<file path="src/event_priority_consts.svh">
// timing-free constants of the event priority and vectoring block
// assumes: included by the package and the design file by bare name
`ifndef EVENT_PRIORITY_CONSTS_SVH
`define EVENT_PRIORITY_CONSTS_SVH

// number of exception sources and width of the priority class field
`define EVP_NUM_EXC 8
`define EVP_CLASS_W 3
// handler spacing for ordinary entries, in bytes
`define EVP_SLOT_BYTES 32'h0000_0004
// first offset of the ordinary handler slots
`define EVP_SLOT_BASE 32'h0000_0100
// large spacing for the critical entries, in bytes
`define EVP_CRIT_BYTES 32'h0000_0040
// sources below this index are critical and get large spacing
`define EVP_NUM_CRIT 2
// class given to interrupt requests and to idle thread
`define EVP_CLASS_IRQ 3'h1
`define EVP_CLASS_IDLE 3'h0
// reset value of the vector base
`define EVP_BASE_RESET 32'h0000_0000

`endif

</file>
<file path="src/event_priority_pkg.sv">
// types for the event priority and vectoring block
// assumes: constants come from the guarded header
`include "event_priority_consts.svh"

package event_priority_pkg;

  // accepted-event redirect toward the fetch unit
  typedef struct packed {
    logic valid;
    logic [31:0] addr;
    logic [2:0] class_lvl;
  } redirect_t;

  // state of the sequencer
  typedef enum logic [0:0] {
    st_run,
    st_redirect
  } evp_state_t;

  // whole register state of the block
  typedef struct packed {
    evp_state_t st;
    logic [31:0] event_vector_base;
    logic [2:0] cur_class;
    logic halt;
    redirect_t redir;
    logic irq_ack; // pulse marking an accepted interrupt
  } evp_regs_t;

endpackage

</file>
<file path="src/event_priority_vectoring.sv">
// event prioritiser and handler address former of a 32-bit core
// assumes: core clock, core reset; fetch unit obeys halt and redirect;
// interrupt controller gives an autovectored service address with request
//
// Operation
// [RULE_01] fixed priority per source, lowest index wins
// [RULE_02] only higher class preempts running handler
// [RULE_03] accepted event halts stream, redirects fetch
// [RULE_04] ordinary handlers at base plus four-byte slots
// [RULE_05] critical events get larger offset spacing
// [RULE_06] interrupts branch to controller-supplied routine address
// [RULE_07] vector base register sampled at acceptance
`timescale 1ns/1ns
`include "event_priority_consts.svh"

module event_priority_vectoring #(
  parameter int NUM_EXC = `EVP_NUM_EXC
) (
  // clock and reset
  input wire logic i_clk_sys,
  input wire logic i_rst_n,
  // exception sources, one bit each, index 0 highest priority
  input wire logic [NUM_EXC-1:0] i_exc_req,
  // class of each exception source, flattened
  input wire logic [NUM_EXC*3-1:0] i_exc_class,
  // autovectored interrupt request from the interrupt controller
  input wire logic i_irq_req,
  input wire logic [31:0] i_interrupt_service_routine,
  // vector base write from the core's system register port
  input wire logic i_base_we,
  input wire logic [31:0] i_base_wdata,
  // handler finished, return to the interrupted class
  input wire logic i_handler_ret,
  input wire logic [2:0] i_ret_class,
  // fetch control, interrupt acknowledge and vector base readback
  output logic o_halt,
  output logic o_redirect_valid,
  output logic [31:0] o_redirect_addr,
  output logic [2:0] o_cur_class,
  output logic o_irq_ack,
  output logic [31:0] o_event_vector_base
);

  ////////////////////////////////////////////////////////////////////////
  // helpers

  // handler offset for one exception index
  function automatic logic [31:0] exc_offset(input int unsigned idx);
    logic [31:0] i32;
    i32 = 32'(idx);
    if (idx < `EVP_NUM_CRIT) begin
      // critical entries sit on wide spacing so a routine fits inline
      exc_offset = i32 * `EVP_CRIT_BYTES; // RULE_05
    end else begin
      exc_offset = `EVP_SLOT_BASE +
                   (i32 - 32'(`EVP_NUM_CRIT)) * `EVP_SLOT_BYTES; // RULE_04
    end
  endfunction

  ////////////////////////////////////////////////////////////////////////
  // state

  event_priority_pkg::evp_regs_t r; // registered state
  event_priority_pkg::evp_regs_t next_r; // next state
  logic sel_found; // some exception is eligible
  logic [31:0] sel_off; // offset of the winning exception
  logic [2:0] sel_class; // class of the winning exception
  logic take_irq; // interrupt wins this cycle
  // limitation: a return that meets an acceptance or the settle cycle is
  // dropped, so the core must hold it off until the redirect is done

  ////////////////////////////////////////////////////////////////////////
  // priority resolution

  // scan from lowest priority upward so the lowest index is kept last
  always_comb begin
    sel_found = 1'b0;
    sel_off = 32'h0000_0000;
    sel_class = 3'h0;
    for (int i = NUM_EXC - 1; i >= 0; i--) begin
      if (i_exc_req[i] &&
          i_exc_class[i*3 +: 3] > r.cur_class) begin // RULE_02
        sel_found = 1'b1; // RULE_01
        sel_off = exc_offset(i);
        sel_class = i_exc_class[i*3 +: 3];
      end
    end
    // exceptions outrank interrupts; irq still needs a higher class
    take_irq = !sel_found && i_irq_req &&
               (`EVP_CLASS_IRQ > r.cur_class); // RULE_02
  end

  ////////////////////////////////////////////////////////////////////////
  // next state

  always_comb begin
    next_r = r;
    next_r.redir.valid = 1'b0;
    next_r.halt = 1'b0;
    next_r.irq_ack = 1'b0;
    // a write is visible to the next acceptance, not the current one
    if (i_base_we) begin
      next_r.event_vector_base = i_base_wdata; // RULE_07
    end
    unique case (r.st)
      event_priority_pkg::st_run: begin
        if (sel_found) begin
          // stop the stream and point fetch at the handler
          next_r.halt = 1'b1; // RULE_03
          next_r.redir.valid = 1'b1;
          next_r.redir.addr = r.event_vector_base + sel_off; // RULE_07
          next_r.redir.class_lvl = sel_class;
          next_r.cur_class = sel_class;
          next_r.st = event_priority_pkg::st_redirect;
        end else if (take_irq) begin
          next_r.halt = 1'b1; // RULE_03
          next_r.redir.valid = 1'b1;
          next_r.redir.addr = i_interrupt_service_routine; // RULE_06
          next_r.irq_ack = 1'b1; // RULE_06
          next_r.redir.class_lvl = `EVP_CLASS_IRQ;
          next_r.cur_class = `EVP_CLASS_IRQ;
          next_r.st = event_priority_pkg::st_redirect;
        end else if (i_handler_ret) begin
          // return lowers the running class to the interrupted one
          next_r.cur_class = i_ret_class;
        end
      end
      event_priority_pkg::st_redirect: begin
        // one settle cycle so a new decision sees the updated class
        next_r.st = event_priority_pkg::st_run;
      end
    endcase
  end

  ////////////////////////////////////////////////////////////////////////
  // registers

  always_ff @(posedge i_clk_sys or negedge i_rst_n) begin
    if (!i_rst_n) begin
      r.st <= event_priority_pkg::st_run;
      r.event_vector_base <= `EVP_BASE_RESET;
      r.cur_class <= `EVP_CLASS_IDLE;
      r.halt <= 1'b0;
      r.redir <= '0;
      r.irq_ack <= 1'b0;
    end else begin
      r <= next_r;
    end
  end

  // outputs straight from flip-flops
  assign o_halt = r.halt;
  assign o_redirect_valid = r.redir.valid;
  assign o_redirect_addr = r.redir.addr;
  assign o_cur_class = r.cur_class;
  assign o_irq_ack = r.irq_ack;
  assign o_event_vector_base = r.event_vector_base;
endmodule

</file>
<file path="config.mk">
export PLATFORM = sky130hd
export DESIGN_NAME = event_priority_vectoring
export DESIGN_NICKNAME = d
export VERILOG_FILES = /design/src/event_priority_pkg.sv /design/src/event_priority_vectoring.sv
export VERILOG_INCLUDE_DIRS = /design/src
export SDC_FILE = /design/constraint.sdc
export NUM_CORES = 1
export LEC_CHECK = 0
export BUFFER_PORTS_ARGS = -buffer_cell sky130_fd_sc_hd__buf_4
export CAP_MARGIN = 10
export CORE_AREA = 2 2 126 128
export CTS_CLUSTER_SIZE = 12
export DETAILED_ROUTE_END_ITERATION = 16
export DIE_AREA = 0 0 128 130
export PLACE_DENSITY = 0.53
export SYNTH_ARGS = -nofsm -noshare
export SYNTH_HDL_FRONTEND = slang
export SYNTH_SLANG_ARGS = --single-unit
</file>
<file path="constraint.sdc">
create_clock -name i_clk_sys -period 3.4 [get_ports i_clk_sys]
set_input_delay 0.34 -clock i_clk_sys [delete_from_list [all_inputs] [get_ports i_clk_sys]]
set_output_delay 0.34 -clock i_clk_sys [all_outputs]
set_load 0.03 [all_outputs]
</file>
==> After elaboration in Yosys (flattened, before gate mapping) <==
Index checks and enable logic that the tools add are counted.
Widths: inputs -> output; s select.
{ "totals": {"output_inout_bits": 70, "reg_bits": 74} }
{ "op_classes": {"n_reduce_logical": 15, "n_addsub": 1, "bitwise": 1, "magnitude_cmp": 9, "n_mux": 33} }
{ "ops": {"columns": ["cell", "count"], "rows": [
  ["$mux 32", 7],
  ["$mux 38", 2],
  ["$mux 40", 1],
  ["$add 32x32->32", 1],
  ["$mux 3", 10],
  ["$gt 3x3->1", 8],
  ["$mux 1", 11],
  ["$logic_and 1x1->1", 10],
  ["$mux 9", 1],
  ["$reduce_and 2->1", 2],
  ["$gt 1x3->1 const A", 1],
  ["$reduce_bool 3->1", 1],
  ["$pmux 1 s2", 1],
  ["$reduce_bool 2->1", 1],
  ["$logic_not 1->1", 1],
  ["$not 1->1", 1]
]} }

==> Longest topological paths before layout <==
Gate-level depths: netlist (run 1).
{ "depth": {"ltp_word": 16, "depth_mapped": 16} }

==> Least setup slack after synthesis (run 1) <==
OpenSTA, ideal clock, no wires.
{ "synth_path": {"path_type": "register to register", "startpoint": "reg r (netlist bit o_cur_class[1])", "endpoint": "reg r (netlist bit o_redirect_addr[29])", "path_slack_ps": -465, "stages_incl_launch_ff": 16, "setup_ps": 94, "period_less_slack_ps": 3865, "t_arrival_ps": 3771, "cell_sequence": "dfrtp_1 -> inv_1 -> ha_1 -> nor2b_1 -> o31ai_1 -> o21ai_0 -> nand2b_1 -> nor3_1 -> ha_1 -> a21oi_1 -> o21ai_0 -> o211a_1 -> buf_2 -> and3_2 -> xnor2_1 -> a211oi_1"} }
{ "synth_via": {"elab_chain_len": 15, "elab_cells_between_ends": 40, "cone_classes": "add/sub (1); order compare (9); mux (17); reduce/logical (13)"} }
{ "synth_rtl": {"columns": ["element", "line", "source"], "rows": [
  ["start: declaration", "event_priority_vectoring.sv:63", "event_priority_pkg::evp_regs_t r;"],
  ["start signal: assignment", "event_priority_vectoring.sv:147", "r <= next_r;"],
  ["branches (longest 15 deep; another with $add 32x32->32)", null, null]
]} }
Parallel ways; which one is timed is not known.
A chain may end at the register's enable or synchronous reset.

==> Worst setup path after layout (run 1) <==
{ "layout_path": {"startpoint": "reg r (netlist bit o_cur_class[0])", "endpoint": "reg r (netlist bit o_redirect_addr[12])"} }
Same word-level chain as after synthesis.

==> reports/results.ini, run 1 <==
[pwr]
pwr-share-clk_pct=14.9
sw_frac_of_total_pct=46.4
irDropWorstVdd_uv=514
sequentialPowerShare_pct=21.1
power.total_mw=6.30
p_per_area_nw_per_um2=927
comb_power_share_pct=63.9
p_int_mw=3.38
leakage_nw=3.02
p_sw_mw=2.92

[drt]
wl_per_cell_um=18.4
drc=0
vias_per_cell=5.26
antenna_left=0
wl_mm=15.7
dr_total_vias=4506
drtPass1Iterations=5
drtIter0Drc=269

[synthesis]
yosys.area.top_type=dfrtp_1
synth_top_area_share_pct=38.6
avgSynthCellArea_um2=9.82
postSynthCellCount=456
netlist_area_um2=4480
ys_seq_elements=69
synth_nets=590
synth_cell_type_count=58
synth_edf_count=0
synth_ff_type=dfrtp_1
async_flop_share_pct=100
ys_top_cells_by_area=dfrtp_1, mux2_2, ha_1
synth_warnings=0
ys_seq_area_share_pct=38.6

[cells_and_area]
syn_to_final_growth_pct=51.8
layout-drive-gt1-share_pct=47.3
nets=793
final_util_pct=44.1
multiInputGateArea_um2=2860
antenna_cells=0
fillers=1496
register_area_um2=1730

[worst_hold_path]
worstHoldPathType=in2async

[setup_path]
worstPathCellList=ha_1, and3_1, a211oi_2, o21ai_1, a21oi_1, nor2_1, nor2_1, ha_2, fa_2, a21oi_2, o21ai_4, buf_4, nand3_1, xnor2_1, o22ai_1, a21oi_1
cpMaxStageDelayCell=dfrtp_1
criticalPathCategory=reg2reg
cp.arrival_ps=3610
crit_path_start_kind=flip-flop
cp_max_fo=9
required_ps=3670
max_stage_delay_ps=560
crit_path_end_kind=flip-flop

[clock_network]
cts.sinks=69
cts_buffers=9
clock_latency_ps=340
clk_path_buf_depth=2
cts.clk_slew.worst_paths_ps=60
htreeDepth=3
cts-root-buf=clkbuf_16
cts_tree=yes
cts_hold_buf=0

[sta]
rsz0062_at_grt=true
drv_slew=0
min_period_ps=3340
worst_slack_ps=57.2
hold_viol_final=0
worst_slew_pin_slew_ps=920
clock_skew_ps=7.47
max_slew_margin_pct=38.6
max_freq_mhz=299
setup_tns_ps=0
finalSetupViolations=0
post-route-period-util_pct=98.3

[outcome]
run_status=completed

[placed_design]
gp_congestion=0.830
portBuffers=173
dp_hpwl_mm=11.8
pre_cts_ws_ps=-143

[global_routing]
grt_start_max_net_pins=70
grt_usage_pct=18.4
grt-ovfl-total=0
grt_pass1_wl_mm=23.6
antenna_found_initial=0
grt_pass1_vias=4543

[floorplanning]
rows=46
initial_core_util_pct=29.0
io_pins=174
core-area_um2=15400
die_h_um=130
fp.dieW_um=128
die_area_um2=16600

[flow_run]
drv_cap=0

==> routing by layer <==
metal	wire, um	GRT usage, %
met2	7260	29.9
met3	1390	6.68
met1	6780	23.1
met4	272	5.82
met5	0	0
==> final timing paths <==
check,from,to,slack [ps],cells after the start
setup / recovery,o_cur_class[0],o_redirect_addr[12],60,16
hold / removal,i_rst_n,o_event_vector_base[24],140,1
setup reg to reg,o_cur_class[0],o_redirect_addr[12],60,16
hold reg to reg,o_halt,o_irq_ack,520,1
max in group asynchronous,i_rst_n,o_cur_class[1],2610,1
min in group i_clk_sys,i_base_wdata[22],o_event_vector_base[22],230,2
==> state kept, by name, indices dropped and copies added (netlist names) <==
name and flops:
o_event_vector_base 32, o_redirect_addr 32, o_cur_class 3, o_halt 1, o_irq_ack 1
==> stage by stage <==
step                      hold slack (ps)  instances  instance area, um2
after floorplan                      44.4        456                4500
after global placement                507        833                6200
after detailed placement              506        833                6200
after CTS                             168        851                6540
after global routing                  218        856                6800
final                                 139        856                6800
==> cell families after synthesis <==
family / Yosys count / share of synthesized area (%)
AOI/OAI and AO/OA: 112 / 18.9
DFF: 69 / 38.6
xor gates and xnor gates: 27 / 5.28
adders and majority gates: 30 / 8.55
muxes: 33 / 8.30
buffers and inverters: 37 / 3.60
and+or+nand+nor: 148 / 16.8
==> worst max-delay path, delay by kind of cell, from the launching register on <==
family / cells / cell delay (ps)
and+or+nand+nor: 4 / 410
AOI/OAI and AO/OA: 7 / 1200
buffers and inverters: 1 / 170
adders and majority gates: 3 / 730
DFF: 1 / 560
xor gates and xnor gates: 1 / 210
==> what timing repair did <==
item	4_1_cts	5_1_grt
setup endpoints to repair	20	20
setup buffers	2	4
gates resized for setup	6	37
pin swaps	2	12
gates cloned	0	1
==> final cells by class <==
type / count / area share (%)
multi-input cells: 350 / 42.1
flip-flops and latches: 69 / 25.4
repair buffers: 210 / 23.4
well taps: 192 / 3.53
clock buffers: 10 / 3.37
inverters: 18 / 1.14
clock inverters: 6 / 0.939
repair inverters: 1 / 0.0920
==> Yosys cell counts (all sizes together) (3+ instances only) <==
cell type,instances
dfrtp,69
nor2,54
mux2,33
ha,29
a21oi,23
o22ai,21
nand3,20
nor3,20
inv,18
a211oi,17
nand4,15
xor2,14
xnor2,13
nand2,11
buf,10
o21ai,10
clkbuf,9
a31oi,7
o211ai,7
and3,5
nor2b,5
o211a,5
a21o,4
and2,4
and3b,3
==> power by group through the flow <==
| stage | sequential, mW | clock (mW) | combinational [mW] |
|---|---|---|---|
| finish | 1.33 | 0.941 | 4.03 |
| detailed placement | 1.32 | 0 | 3.69 |
| floorplan | 1.79 | 0 | 1.83 |
| CTS | 1.32 | 0.968 | 3.77 |
| global placement | 1.32 | 0 | 3.64 |
| global route | 1.37 | 1.01 | 4.35 |
==> cell usage in the layout (no fill, tap or decap), drive strengths merged, types with 13 or more instances in the layout <==
| cell | Yosys | layout |
|---|---|---|
| inv | 18 | 17 |
| nor3 | 20 | 20 |
| nor2 | 54 | 54 |
| ha | 29 | 29 |
| buf | 10 | 210 |
| nand4 | 15 | 15 |
| a21oi | 23 | 23 |
| o22ai | 21 | 21 |
| mux2 | 33 | 33 |
| nand3 | 20 | 20 |
| xor2 | 14 | 14 |
| dfrtp | 69 | 69 |
| xnor2 | 13 | 13 |
| a211oi | 17 | 17 |
Note: power is estimated with default switching activity, not from simulation.
==> run 2: changes to the inputs <==
--- a/config.mk
+++ b/config.mk
@@ -12,6 +12,7 @@
 export CTS_CLUSTER_SIZE = 12
 export DETAILED_ROUTE_END_ITERATION = 16
 export DIE_AREA = 0 0 128 130
+export MAX_ROUTING_LAYER = met4
 export PLACE_DENSITY = 0.53
 export SYNTH_ARGS = -nofsm -noshare
 export SYNTH_HDL_FRONTEND = slang
==> reports/results.ini, run 2 (synthesis gave the netlist of run 1 again) <==
[setup_path]
criticalPathCategory=reg2reg
cpMostUsedCell=ha_1
required_ps=3650
cp_top_family=compound AO/OA/AOI/OAI gates
cp.arrival_ps=3560
max_stage_delay_ps=390
cpMaxStageDelayCell=dfrtp_2
crit_path_end_kind=flip-flop
worstPathCellList=clkinv_4, buf_4, ha_1, a21o_1, o211ai_4, o211a_1, nand2_1, nor2_1, ha_1, nand3_2, o21ai_2, buf_6, o211a_4, buf_12, nand3_1, xor2_2, a211oi_2
crit_path_start_kind=flip-flop
cp_max_fo=9
timing.critical_path.buf_inv=4
r2r_cells=17
worst-path-stages=17

[cells_and_area]
layout_commonest_cell=buf_4
layout-drive-gt1-share_pct=49.0
fillers=1531
antenna_cells=0
layout_common_cells=buf_4, dfrtp_1, nor2_1
multiInputGateArea_um2=2890
final_util_pct=44.5
nets=797
syn_to_final_growth_pct=53.4
register_area_um2=1730

[sta]
holdWs_ps=129
hold_viol_final=0
max_freq_mhz=302
clock_skew_ps=8.60
rsz0062_at_grt=true
finalSetupViolations=0
drv_slew=0
post-route-period-util_pct=97.4
min_period_ps=3310
worst_slew_pin_slew_ps=911
max_slew_margin_pct=39.3

[global_routing]
antenna_found_initial=0
grt_usage_pct=19.3
grt-ovfl-total=0
grt_pass1_wl_mm=24.2
grt_pass1_vias=4555
grt_start_max_net_pins=70

[clock_network]
cts.sinks=69
cts_tree=yes
cts-root-buf=clkbuf_16
clock_latency_ps=340
clk_path_buf_depth=2
cts.clk_slew.worst_paths_ps=70
cts_buffers=9
htreeDepth=3

[floorplanning]
die_area_um2=16600
io_pins=174
initial_core_util_pct=29.0
fp.dieW_um=128
core-area_um2=15400
die_h_um=130
rows=46

[placed_design]
portBuffers=173
dp_hpwl_mm=11.8
gp_congestion=0.833

[flow_run]
drv_cap=0

[drt]
drtPass1Iterations=4
wl_per_cell_um=18.4
antenna_left=0
drc=0
dr_total_vias=4446
wl_met1_mm=6.93
top_layer=met4
wl_met2_mm=7.49
vias_per_cell=5.17
dr_wl_met3_mm=1.16
drtIter0Drc=195
wl_mm=15.8

[pwr]
irDropWorstVdd_uv=440
leakage_nw=3.03
p_per_area_nw_per_um2=921

[outcome]
run_status=completed

[worst_hold_path]
worstHoldPathType=in2async

## run 2: changes by cell type in the layout (fill, tap and decap cells not counted), moves of 2 or more
cell / delta
o211a_4: +2
o211a_1: -2
buf_6: +4
nand3_1: -4
nand3_2: +3
clkinv_4: +2
o21ai_1: -2
## run 2: path summary, 6_finish.rpt
path,start,endpoint,slack [ps]
max in group asynchronous,i_rst_n,o_cur_class[2],2620
hold reg to reg,o_redirect_addr[10],o_redirect_addr[10],540
min in group i_clk_sys,i_base_wdata[22],o_event_vector_base[22],220
setup reg to reg,o_cur_class[2],o_redirect_addr[13],90
setup / recovery,o_cur_class[2],o_redirect_addr[13],90
hold / removal,i_rst_n,o_event_vector_base[19],130
## run 2: what timing repair did
| action | 4_1_cts | 5_1_grt |
|---|---|---|
| pin swaps | 0 | 50 |
| setup buffers | 0 | 11 |
| cloned | 0 | 0 |
| hold buffers | 0 | 0 |
| gates resized for setup | 4 | 51 |
| setup endpoints to repair | 9 | 24 |
## run 2: final cells by class
class,count,share of cell area [%]
clock buffers,9,3.28
clock inverters,7,0.856
inverters,18,1.13
multi-input cells,350,42.1
flip-flops and latches,69,25.2
well taps,192,3.50
repair buffers,215,23.9
## run 2: where the power goes
group | switching, mW | internal, mW | total [mW]
Sequential | 0.222 | 1.10 | 1.32
Clock | 0.409 | 0.504 | 0.913
Combinational | 2.33 | 1.76 | 4.09
Total | 2.96 | 3.37 | 6.33
## run 2: per-stage QoR
step | cells | setup TNS, ps | worst slack [ps] | area [um2] | power [mW]
3_3_place_gp | 833 | 0 | 3.58 | 6200 | 4.97
6_report | 860 | 0 | 89.8 | 6870 | 6.33
2_1_floorplan | 456 | 0 | 11.8 | 4500 | 3.62
4_1_cts | 849 | 0 | 0.845 | 6500 | 6.00
5_1_grt | 860 | -1540 | -113 | 6870 | 6.77
3_5_place_dp | 833 | -222 | -89.0 | 6200 | 5.02
## run 2: layer usage
layer	up-vias	track usage [%]
li1	2121	-
met1	2147	24.7
met2	161	30.4
met3	17	5.74
met4	0	4.46
met5	-	-
==> run 3: changes to the inputs <==
--- a/config.mk
+++ b/config.mk
@@ -12,6 +12,7 @@
 export CTS_CLUSTER_SIZE = 12
 export DETAILED_ROUTE_END_ITERATION = 16
 export DIE_AREA = 0 0 128 130
+export GPL_ROUTABILITY_DRIVEN = 0
 export MAX_ROUTING_LAYER = met4
 export PLACE_DENSITY = 0.53
 export SYNTH_ARGS = -nofsm -noshare
==> constraint.sdc (replaced) <==
create_clock -name i_clk_sys -period 2.9 [get_ports i_clk_sys]
set_input_delay 0.29 -clock i_clk_sys [delete_from_list [all_inputs] [get_ports i_clk_sys]]
set_output_delay 0.29 -clock i_clk_sys [all_outputs]
set_load 0.03 [all_outputs]
==> reports/results.ini, run 3 (synthesis gave the netlist of run 1 again) <==
[cells_and_area]
nets=830
layout_commonest_cell=buf_4
fillers=1459
final_util_pct=47.6
fin_cells=893
syn_to_final_growth_pct=64.1
layout-drive-gt1-share_pct=53.8
layout_common_cells=buf_4, dfrtp_1, nor2_1
antenna_cells=0

[sta]
post-route-period-util_pct=112
clock_skew_ps=10.3
min_period_ps=3260
drv_slew=0
worst_slack_ps=-361
rsz0062_at_grt=true
max_freq_mhz=307
setup_tns_ps=-7920
max_slew_margin_pct=39.6
hold_viol_final=0
worst_slew_pin_slew_ps=905
finalSetupViolations=28

[setup_path]
timing.critical_path.buf_inv=3
cpMaxStageDelayCell=dfrtp_2
cp_top_family=simple AND/OR/NAND/NOR gates
required_ps=3150
max_stage_delay_ps=390
worstPathCellList=clkinv_4, buf_6, ha_4, nor2b_4, or3_4, a211oi_4, nand2_1, nor2_2, ha_4, nand3_4, o21ai_4, o211a_4, buf_12, nand4_1, xor2_1, a211oi_2
cp.arrival_ps=3510
criticalPathCategory=reg2reg
crit_path_end_kind=flip-flop
cp_max_fo=8
cpMostUsedCell=ha_4
crit_path_start_kind=flip-flop

[clock_network]
cts_tree=yes
cts.sinks=69
cts-root-buf=clkbuf_16
clk_path_buf_depth=2
clock_latency_ps=340
cts_hold_buf=0
cts.clk_slew.worst_paths_ps=60
cts_buffers=9
htreeDepth=3

[drt]
drc=0
vias_per_cell=5.10
wl_per_cell_um=18.0
drtIter0Drc=264
drtPass1Iterations=6
dr_total_vias=4558
wl_mm=16.1
antenna_left=0

[outcome]
violations=setup timing
run_status=complete, but fails checks

[floorplanning]
die_h_um=130
fp.dieW_um=128
initial_core_util_pct=29.0
io_pins=174
die_area_um2=16600
core-area_um2=15400
rows=46

[global_routing]
grt_pass1_vias=4763
grt_start_max_net_pins=70
grt_pass1_wl_mm=25.5
grt-ovfl-total=0
antenna_found_initial=0
grt_usage_pct=20.1

[pwr]
leakage_nw=3.31
p_per_area_nw_per_um2=1090
power.total_mw=8.04
irDropWorstVdd_uv=526

[placed_design]
pre_cts_ws_ps=-396
portBuffers=173
dp_hpwl_mm=12.0
dp_cells=864

[flow_run]
drv_cap=0

[worst_hold_path]
worstHoldPathType=in2async

## run 3: cell count changes in the layout (fill, tap and decap cells not counted), moves of 3 or more
| cell | delta |
|---|---|
| nand2_1 | -4 |
| buf_4 | +28 |
| xor2_1 | -6 |
| clkinv_4 | -3 |
| xor2_2 | +5 |
## run 3: final cells by class
type                       count  area, um2  area share, %
clock buffer                  11        243           3.30
timing repair buffer         248       1950           26.5
sequential                    69       1730           23.6
inverter                      18       77.6           1.06
clock inverter                 5       83.8           1.14
multi-input combinational    350       3030           41.2
tap                          192        240           3.27
## run 3: path summary, 6_finish.rpt
check | endpoint | start | slack [ps] | depth (start not counted)
min in group i_clk_sys | o_event_vector_base[16] | i_base_wdata[16] | 190 | 2
hold / removal | o_redirect_addr[4] | i_rst_n | 80 | 1
setup / recovery | o_redirect_addr[23] | o_cur_class[1] | -360 | 16
setup reg to reg | o_redirect_addr[23] | o_cur_class[1] | -360 | 16
hold reg to reg | o_redirect_addr[18] | o_redirect_addr[18] | 530 | 2
max in group asynchronous | o_cur_class[2] | i_rst_n | 2180 | 1
## run 3: power by group
part / leakage [nW] / total [mW] / switching, mW / internal (mW)
Combinational: 2.37 / 5.25 / 2.86 / 2.39
Clock: 0.152 / 1.21 / 0.431 / 0.778
Sequential: 0.789 / 1.58 / 0.287 / 1.29
Total: 3.31 / 8.04 / 3.58 / 4.46
## run 3: timing repair
action                                 4_1_cts  5_1_grt
setup endpoints to repair                   28       29
cloned                                       1        0
pin swaps                                   32       18
gates resized for setup                     30       37
endpoints found under the hold margin        0        0
setup buffers                               11        4
## run 3: metrics by stage
stage               cell area, um2  hold slack [ps]
floorplan                     4570            -5.59
global placement              6530              468
detailed placement            6530              480
CTS                           7110              121
global route                  7350              159
finish                        7350             83.9
## run 3: worst register-to-register path: stages (launching register included)
cell	delay, ps
dfrtp_2	390
clkinv_4	110
buf_6	140
ha_4	220
nor2b_4	120
or3_4	350
a211oi_4	260
nand2_1	110
nor2_2	170
ha_4	170
nand3_4	70
o21ai_4	200
o211a_4	260
buf_12	130
nand4_1	110
xor2_1	180
a211oi_2	190
## run 3: routing by layer
metal	up-vias	share of wire [%]	track usage (%)
met5	-	0	-
met3	22	6.8	4.67
met1	2202	44	25.9
met4	0	2.0	5.82
li1	2183	-	-
met2	151	47	31.8
